==> src/hw/dps_pkg.sv <==
// Package for the dual-port SRAM port controller: pins, commands, timing.
// Assumes a 100 MHz system clock and a device port of 128K x 8.
package dps_pkg;

    // ------------------------------------------------------------------
    // Geometry
    // ------------------------------------------------------------------
    localparam int ADDR_W = 17;
    localparam int DATA_W = 8;

    // ------------------------------------------------------------------
    // Timing in ns and in 10 ns clock cycles
    // ------------------------------------------------------------------
    localparam int CLK_NS      = 10;
    localparam int T_EW_NS     = 15;
    localparam int T_WP_NS     = 15;
    localparam int T_WZ_NS     = 10;
    localparam int T_DW_NS     = 15;
    localparam int T_RC_NS     = 20;
    localparam int T_HZ_NS     = 10;
    localparam int T_SWRD_NS   = 5;
    localparam int T_SOP_NS    = 10;
    localparam int T_WP_OE_NS  = (T_WP_NS > T_WZ_NS + T_DW_NS) ?
                                 T_WP_NS : T_WZ_NS + T_DW_NS;
    localparam int WP_CYC      = (T_WP_OE_NS + CLK_NS - 1) / CLK_NS;
    // Read data crosses two synchroniser stages, so the wait grows by two.
    localparam int RD_CYC      = (T_RC_NS + CLK_NS - 1) / CLK_NS + 2;
    localparam int HZ_CYC      = (T_HZ_NS + CLK_NS - 1) / CLK_NS;
    localparam int SWRD_CYC    = (T_SWRD_NS + CLK_NS - 1) / CLK_NS;
    localparam int SOP_CYC     = (T_SOP_NS + CLK_NS - 1) / CLK_NS;
    localparam int CNT_W       = 4;

    // ------------------------------------------------------------------
    // Types
    // ------------------------------------------------------------------
    typedef enum logic [1:0] {
        CMD_MEM_RD = 2'h0,
        CMD_MEM_WR = 2'h1,
        CMD_SEM_RD = 2'h2,
        CMD_SEM_WR = 2'h3
    } dps_cmd_t;

    typedef struct packed {
        dps_cmd_t            cmd;
        logic [ADDR_W-1:0]   addr;
        logic [DATA_W-1:0]   wdata;
    } dps_req_t;

    typedef struct packed {
        logic                array_sel_n;
        logic                flag_select_n;
        logic                write_n;
        logic                out_en_n;
        logic [ADDR_W-1:0]   addr;
    } dps_pins_t;

endpackage

==> src/hw/dps_ctrl.sv <==
// Host-side controller for one port of an asynchronous dual-port SRAM.
// Assumes the device pins are wired straight to this module's ports and
// that data pins are resolved by the testbench from data_oe_o.
`timescale 1ns/1ns

module dps_ctrl
    import dps_pkg::*;
(
    // Clock and reset
    input  wire logic              mclk_i,
    input  wire logic              rst_n_i,
    // User request port
    input  wire logic              req_valid_i,
    input  wire dps_req_t          req_i,
    output logic                   req_ready_o,
    output logic                   rsp_valid_o,
    output logic [DATA_W-1:0]      rsp_data_o,
    // Device port pins
    output dps_pins_t              pins_o,
    output logic [DATA_W-1:0]      data_o,
    output logic                   data_oe_o,
    input  wire logic [DATA_W-1:0] data_i
);

    // ------------------------------------------------------------------
    // Input synchroniser and state
    // ------------------------------------------------------------------
    typedef enum logic [5:0] {
        ST_IDLE  = 6'h01,
        ST_SETUP = 6'h02,
        ST_WRITE = 6'h04,
        ST_HOLD  = 6'h08,
        ST_READ  = 6'h10,
        ST_GAP   = 6'h20
    } dps_state_t;

    logic [DATA_W-1:0] sync1_reg;
    logic [DATA_W-1:0] sync2_reg;
    dps_state_t        state_reg,  state_next;
    logic [CNT_W-1:0]  cnt_reg,    cnt_next;
    dps_req_t          cur_reg,    cur_next;
    dps_pins_t         pins_reg,   pins_next;
    logic [DATA_W-1:0] dout_reg,   dout_next;
    logic              doe_reg,    doe_next;
    logic              ready_reg,  ready_next;
    logic              rspv_reg,   rspv_next;
    logic [DATA_W-1:0] rspd_reg,   rspd_next;
    logic              is_sem;

    // Counts share one counter, so it must hold the largest of them.
    if (WP_CYC >= (1 << CNT_W) || RD_CYC >= (1 << CNT_W)) begin : g_cnt_chk
        $error("dps_ctrl: counter too narrow for timing");
    end

    always_ff @(posedge mclk_i or negedge rst_n_i) begin
        if (!rst_n_i) begin
            sync1_reg <= '0;
            sync2_reg <= '0;
        end else begin
            sync1_reg <= data_i;
            sync2_reg <= sync1_reg;
        end
    end

    assign is_sem = cur_reg.cmd[1];

    // ------------------------------------------------------------------
    // Access sequencer
    // ------------------------------------------------------------------
    always_comb begin
        state_next = state_reg;
        cnt_next   = cnt_reg;
        cur_next   = cur_reg;
        pins_next  = pins_reg;
        dout_next  = dout_reg;
        doe_next   = doe_reg;
        ready_next = 1'b0;
        rspv_next  = 1'b0;
        rspd_next  = rspd_reg;
        case (state_reg)
            ST_IDLE: begin
                ready_next = 1'b1;
                if (req_valid_i && ready_reg) begin
                    ready_next = 1'b0;
                    cur_next   = req_i;
                    // Address moves only with every strobe high.
                    pins_next.addr = req_i.addr;
                    state_next = ST_SETUP;
                end
            end
            ST_SETUP: begin
                // Select and strobe drop together; device output stays off only for a write.
                pins_next.array_sel_n   = is_sem;
                pins_next.flag_select_n = !is_sem;
                cnt_next = '0;
                if (cur_reg.cmd[0]) begin
                    // Output drive stays off through the write, which keeps
                    // the device off the data lines while we drive them.
                    pins_next.out_en_n = 1'b1;
                    pins_next.write_n  = 1'b0;
                    dout_next = cur_reg.wdata;
                    doe_next  = 1'b1;
                    state_next = ST_WRITE;
                end else begin
                    pins_next.out_en_n = 1'b0;
                    state_next = ST_READ;
                end
            end
            ST_WRITE: begin
                cnt_next = cnt_reg + 1'b1;
                // Pulse covers turn-off plus setup, and holds the select.
                if (cnt_reg == CNT_W'(WP_CYC - 1)) begin
                    pins_next.write_n = 1'b1;
                    cnt_next   = '0;
                    state_next = ST_HOLD;
                end
            end
            ST_HOLD: begin
                // Data held one cycle past the strobe edge.
                doe_next = 1'b0;
                pins_next.array_sel_n   = 1'b1;
                pins_next.flag_select_n = 1'b1;
                cnt_next   = '0;
                state_next = ST_GAP;
            end
            ST_READ: begin
                cnt_next = cnt_reg + 1'b1;
                if (cnt_reg == CNT_W'(RD_CYC - 1)) begin
                    rspv_next = 1'b1;
                    rspd_next = sync2_reg;
                    pins_next.out_en_n      = 1'b1;
                    pins_next.array_sel_n   = 1'b1;
                    pins_next.flag_select_n = 1'b1;
                    cnt_next   = '0;
                    state_next = ST_GAP;
                end
            end
            ST_GAP: begin
                // Gap covers flag update, write-to-read and device turn-off.
                cnt_next = cnt_reg + 1'b1;
                if (cnt_reg >= CNT_W'(HZ_CYC - 1) &&
                    cnt_reg >= CNT_W'(SOP_CYC - 1) &&
                    cnt_reg >= CNT_W'(SWRD_CYC - 1)) begin
                    cnt_next   = '0;
                    ready_next = 1'b1;
                    state_next = ST_IDLE;
                end
            end
            default: begin
                state_next = ST_IDLE;
            end
        endcase
    end

    always_ff @(posedge mclk_i or negedge rst_n_i) begin
        if (!rst_n_i) begin
            state_reg <= ST_IDLE;
            cnt_reg   <= '0;
            cur_reg   <= '0;
            pins_reg  <= '{array_sel_n: 1'b1, flag_select_n: 1'b1,
                           write_n: 1'b1, out_en_n: 1'b1, addr: '0};
            dout_reg  <= '0;
            doe_reg   <= 1'b0;
            ready_reg <= 1'b0;
            rspv_reg  <= 1'b0;
            rspd_reg  <= '0;
        end else begin
            state_reg <= state_next;
            cnt_reg   <= cnt_next;
            cur_reg   <= cur_next;
            pins_reg  <= pins_next;
            dout_reg  <= dout_next;
            doe_reg   <= doe_next;
            ready_reg <= ready_next;
            rspv_reg  <= rspv_next;
            rspd_reg  <= rspd_next;
        end
    end

    // ------------------------------------------------------------------
    // Outputs
    // ------------------------------------------------------------------
    // The device arbitrates contended flags; a lost flag reads back as 1.
    assign pins_o      = pins_reg;
    assign data_o      = dout_reg;
    assign data_oe_o   = doe_reg;
    assign req_ready_o = ready_reg;
    assign rsp_valid_o = rspv_reg;
    assign rsp_data_o  = rspd_reg;

endmodule

==> config.mk <==
export PLATFORM = sky130hd
export DESIGN_NAME = dps_ctrl
export DESIGN_NICKNAME = d
export VERILOG_FILES = /design/src/hw/dps_pkg.sv /design/src/hw/dps_ctrl.sv
export SDC_FILE = /design/constraint.sdc
export NUM_CORES = 1
export LEC_CHECK = 0
export BUFFER_PORTS_ARGS = -buffer_cell sky130_fd_sc_hd__clkbuf_2
export CELL_PAD_IN_SITES_DETAIL_PLACEMENT = 0
export CELL_PAD_IN_SITES_GLOBAL_PLACEMENT = 1
export CORE_MARGIN = 1.5
export CORE_UTILIZATION = 32
export CTS_BUF_LIST = sky130_fd_sc_hd__clkbuf_2 sky130_fd_sc_hd__clkbuf_4 sky130_fd_sc_hd__clkbuf_8
export CTS_CLUSTER_SIZE = 10
export DETAILED_ROUTE_END_ITERATION = 7
export PLACE_DENSITY_LB_ADDON = 0.1
export REMOVE_ABC_BUFFERS = 1
export SETUP_SLACK_MARGIN = 0.15
export SYNTH_ARGS = -nofsm -noshare
export SYNTH_HDL_FRONTEND = slang
export SYNTH_SLANG_ARGS = --single-unit
==> constraint.sdc <==
create_clock -name mclk_i -period 3.2 [get_ports mclk_i]
set_input_delay 0.16 -clock mclk_i [delete_from_list [all_inputs] [get_ports mclk_i]]
set_output_delay 0.16 -clock mclk_i [all_outputs]
set_load 0.01 [all_outputs]
---- Word level (Yosys, flattened, before mapping) ----
Cells that the tools add are included.
word-level totals
  output and inout bits ................... 40
  logic and storage cells ................. 72
  flip-flop bits (word level) ............. 76
  input port bits ......................... 38
cells by class
  mux-type cells .......................... 25
  $add $sub $neg .......................... 1
  equality and inequality tests ........... 13
  reductions and logical operators ........ 16
  order comparisons ....................... 1
operator list
  operator                                             number
  one-hot mux 6 bit (6 select lines)                   1
  2-to-1 mux 6 bit                                     4
  one-hot mux 4 bit (4 select lines)                   1
  2-to-1 mux 4 bit                                     3
  AND reduction 2 bit                                  6
  != test 2 bit, second input constant                 5
  2-to-1 mux 1 bit                                     9
  equality test 4 x 2 -> 1 bit, second input constant  2
  one-hot mux 1 bit (2 select lines)                   4
  equality test 6 x 1 -> 1 bit, second input constant  1
  equality test 6 x 2 -> 1 bit, second input constant  1
  equality test 6 x 3 -> 1 bit, second input constant  1
  equality test 6 x 4 -> 1 bit, second input constant  1
  equality test 6 x 5 -> 1 bit, second input constant  1
  equality test 6 bit, second input constant           1
  one-hot mux 2 bit (3 select lines)                   1
  nonzero test 2 bit                                   3
  2-to-1 mux 5 bit                                     1
  adder 4 x 1 -> 4 bit, second input constant          1
  >= comparator 4 x 1 -> 1 bit, second input constant  1
  AND reduction 4 bit                                  1
  nonzero test 4 bit                                   1
  AND reduction 3 bit                                  1
  nonzero test 3 bit                                   1
  4 further kinds                                      4

---- Logic depth before layout (Yosys ltp) ----
  depth in word-level cells ............... 3
  gate-level depth with buffers ........... 7
  mapped depth without buffers ............ 5

---- Least setup slack after synthesis ----
No wires, ideal clock.
  path type ............................... reg2reg
  from .................................... register state_reg[1]
  to ...................................... register rspd_reg[0] (netlist: rsp_data_o[0])
  required time ........................... 3075 ps
  path slack .............................. 1499 ps
  path buffers ............................ 1
  arrival time ............................ 1577 ps
  clock period less this slack ............ 1701 ps
  cell stages (with the launch flop) ...... 6
  library setup time ...................... 125 ps
  cell sequence ........................... dfrtp_1 > buf_6 > nor4_4 > nor3b_4 > nand3_4 > mux2_2
between the ends
  cells in the longest elaborated chain, start to end .. 2
ends and longest elaborated chain
  item                           RTL line         RTL
  start, declared                dps_ctrl.sv:39   dps_state_t state_reg, state_next;
  start signal, assigned         dps_ctrl.sv:168  state_reg <= state_next;
  equality test 6 x 5 -> 1 bit   dps_ctrl.sv:80   case (state_reg)
  AND reduction 2 bit (no line)  --
  end signal, assigned           dps_ctrl.sv:176  rspd_reg <= rspd_next;
  end, declared                  dps_ctrl.sv:47   logic [DATA_W-1:0] rspd_reg, rspd_next;
Every way passes these cells.
A chain may end at the register's enable or synchronous reset.

---- Worst setup path in the final report ----
  from .................................... register state_reg[3]
  to ...................................... register pins_reg (netlist bit pins_o[2])
between the ends
  cells in the longest elaborated chain, start to end .. 2
ends and longest elaborated chain
  item                           RTL line         RTL
  equality test 6 x 1 -> 1 bit   dps_ctrl.sv:80
  AND reduction 2 bit (no line)  --
  end signal, assigned           dps_ctrl.sv:160  pins_reg <= '{array_sel_n: 1'b1, flag_select_n: 1'b1,
  end signal, assigned           dps_ctrl.sv:171  pins_reg <= pins_next;
  end, declared                  dps_ctrl.sv:42   dps_pins_t pins_reg, pins_next;
Every way passes these cells.

==> flow_summary.toml <==
[sta]
setup_viol = 0
max_freq_mhz = 479.2
rsz0062_at_grt = "no"
layout_min_cycle_time_ps = 2087
worst_pin_slew_ps = 957.5
final_hold_viol_count = 0
slew_headroom_pct = 36.16
post-route-period-util_pct = 65.21
fin_tns_setup_ps = 0
skew_ps = 9.303
drv_slew = 0

[power_and_ir_drop]
vdd_drop_max_mv = 0.3773
total_leakage_power_nw = 2.045
p_per_area_nw_per_um2 = 758.2

[worst_setup_path]
path_common_cell = "nand2_1"
slowest_stage = "nand4_1"
crit_arrival_ps = 2320
critical_path_class = "reg2reg"
path_buf_inv = 1
required_ps = 3440
crit_chain = "nor3_1 -> nand4_1 -> buf_4 -> nand2_1 -> nand2_1"
reg2reg_depth = 5
r2r_start = "state_reg[3]"
r2r_slack_ps = 1110
startpoint_type = "register"
max_stage_delay_ps = 560
r2r_end = "pins_o[2]"
critPathTopFamily = "simple AND/OR/NAND/NOR gates"
endpoint_kind = "register"
crit_path_max_fanout = 16

[clock_tree]
cts.sinks = 76
clkSlewWorstSetupHoldPaths_ps = 80
cts_tree = "built"
cts_root_buf = "clkbuf_8"
cts_made_buffers = 9
post-cts-setup-buffers = 0
clockBufferDepth = 2
h-tree-depth = 3
clock_latency_ps = 350

[detailed_routing]
drtAntennaViolNets = 0
drc = 0
drt_wl_total_mm = 6.283
dr.pass1.iters = 4
viasPerCell = 4.492
drtIter0Drc = 97
num_vias = 2183
wire_per_inst_um = 12.93

[logic_synthesis]
synth_area_leader_cell = "dfrtp_1"
synth_seq_cells = 76
yosysSeqAreaShare_pct = 64.45
postSynthCellCount = 263
synth_area_per_cell_um2 = 11.26
synth_area_leaders = "dfrtp_1 (60%), nand2_1 (11%), mux2_2 (6.1%), dfstp_2 (4.4%), nor2_1 (1.6%)"
synth.distinct_cells = 38
synth_top_area_share_pct = 60.02
ys_warn_count = 0
synthesis.area_um2 = 2960

[run_status]
outcome = "complete, no violations"

[global_route]
grt_antenna_before_repair = 0
grt_pass1_wl_mm = 10.39
track_usage_pct = 13.53
gr-total-overflow = 0
grt_pass1_vias = 2184
grt_max_degree = 77

[hold_path]
hold_path_end = "cur_reg[25]"
worstHoldPathCells = 3
hp-class = "in2reg"
holdCritStartpoint = "req_i[25]"

[finish]
nFillCells = 867
multi_input_area_um2 = 965.9
antennaDiodeCount = 0
nets = 414
drive_gt1_share_pct = 31.75
largest_reg_flops = 21
seqCellArea_um2 = 1908
areaGrowthSynthToFinish_pct = 33.01
fin_util_pct = 44.50

[place]
port_buffers = 77
finalWeightedCongestion = 0.7744
place_hpwl_mm = 4.056

[floorplanning]
die_h_um = 99.18
num_io_pins = 78
num_rows = 34
initial_utilization_pct = 33.46
die_w_um = 99.18
core_area_um2 = 8848
dieArea_um2 = 9837

[job]
cap_viol_max_count = 0
-- routing by layer --
metal	global-route usage (%)	vias up	part of all wire, %
met1	17.79	1025	48
li1	-	1090	-
met2	21.01	60	45
met5	0	-	0
met3	4.287	8	5.3
met4	5.200	0	1.2
-- through the flow --
stage / instances / total power [mW] / area, um2 / hold slack, ps / worst slack (ps)
2_1_floorplan: 251 / 1.940 / 2897 / -135.6 / 1398
3_3_place_gp: 438 / 2.309 / 3435 / 268.8 / 1160
3_5_place_dp: 438 / 2.322 / 3435 / 269.9 / 1111
4_1_cts: 486 / 3.050 / 3938 / 1.439 / 1099
5_1_grt: 486 / 3.235 / 3938 / 8.672 / 931.6
6_report: 486 / 2.986 / 3938 / 20.43 / 1113
-- where the power goes --
group | total [mW] | internal (mW) | switching (mW)
logic | 0.879 | 0.381 | 0.497
clock network | 0.675 | 0.293 | 0.382
registers | 1.43 | 1.25 | 0.182
-- cell families (layout without fill, tap and decap cells) --
family	after synthesis	in the layout	share of synthesized area, %
flops	76	76	64.45
simple gates	126	126	19.61
xor+xnor	3	3	0.8877
buf+inv	18	133	2.916
fa+ha+maj	3	3	1.268
mux	17	17	6.424
compound gates	20	20	4.438
-- layout by cell type, fill, tap and decap left out, types with 2 or more instances in the layout --
cell,Yosys,routed
nand2_1,87,87
clkbuf_2,0,76
dfrtp_1,71,71
dlygate4sd3_1,0,32
mux2_2,16,16
nor2_1,13,13
clkbuf_8,0,9
inv_1,6,6
o21ai_0,5,5
a21oi_1,5,5
dfstp_2,5,5
nor3_1,3,3
nand4_1,3,3
and3_1,3,3
xor2_1,3,3
nand3_1,3,3
ha_1,3,3
buf_4,1,3
and2_1,2,2
o21a_1,2,2
nand3b_1,2,2
nand4b_1,2,2
nor4_1,2,2
clkinv_4,0,2
inv_6,0,2
-- worst max-delay path by stage --
| stage | slack, ps | end | from | cells past startpoint |
|---|---|---|---|---|
| global placement | 1160 | pins_o[0] | state_reg[3] | 5 |
| detailed placement | 1110 | pins_o[2] | state_reg[3] | 5 |
| CTS | 1100 | pins_o[2] | state_reg[3] | 5 |
| global route | 930 | pins_o[13] | state_reg[3] | 5 |
| finish | 1110 | pins_o[2] | state_reg[3] | 5 |
| floorplan | 1400 | state_reg[0] | state_reg[3] | 3 |
-- cells in the mapped netlist, drive strengths merged --
cell,n
and3,3
mux2i,1
xor2,3
inv,6
o221ai,1
o21a,2
dfstp,5
a311oi,1
o41ai,1
a41oi,1
nand3,4
nor3,3
nand2,87
mux2,16
a32oi,1
nor3b,2
clkbuf,4
o22a,1
dfrtp,71
nor4,3
buf,8
and2,2
o211ai,1
nor2,13
or2,1
nand3b,2
nand4b,2
o21ai,5
and4,1
ha,3
a21oi,5
nand4,3
a31oi,1
-- final cells by class --
class	instances	share of cell area, %
flip-flops and latches	76	48.46
multi-input cells	169	24.53
repair buffers	111	18.37
well taps	108	3.432
clock buffers	9	3.146
clock inverters	7	1.493
inverters	6	0.5720
-- timing repair --
item	4_1_cts	5_1_grt
gates resized for setup	0	0
endpoints found under the hold margin	33	0
hold buffers	32	0
-- tightest hold or removal path, delay by kind of cell --
kind                   cells  cell delay, ps
buffers and inverters      1              80
and+or+nand+nor            2              90
Note: power is estimated with default switching activity, not from simulation.
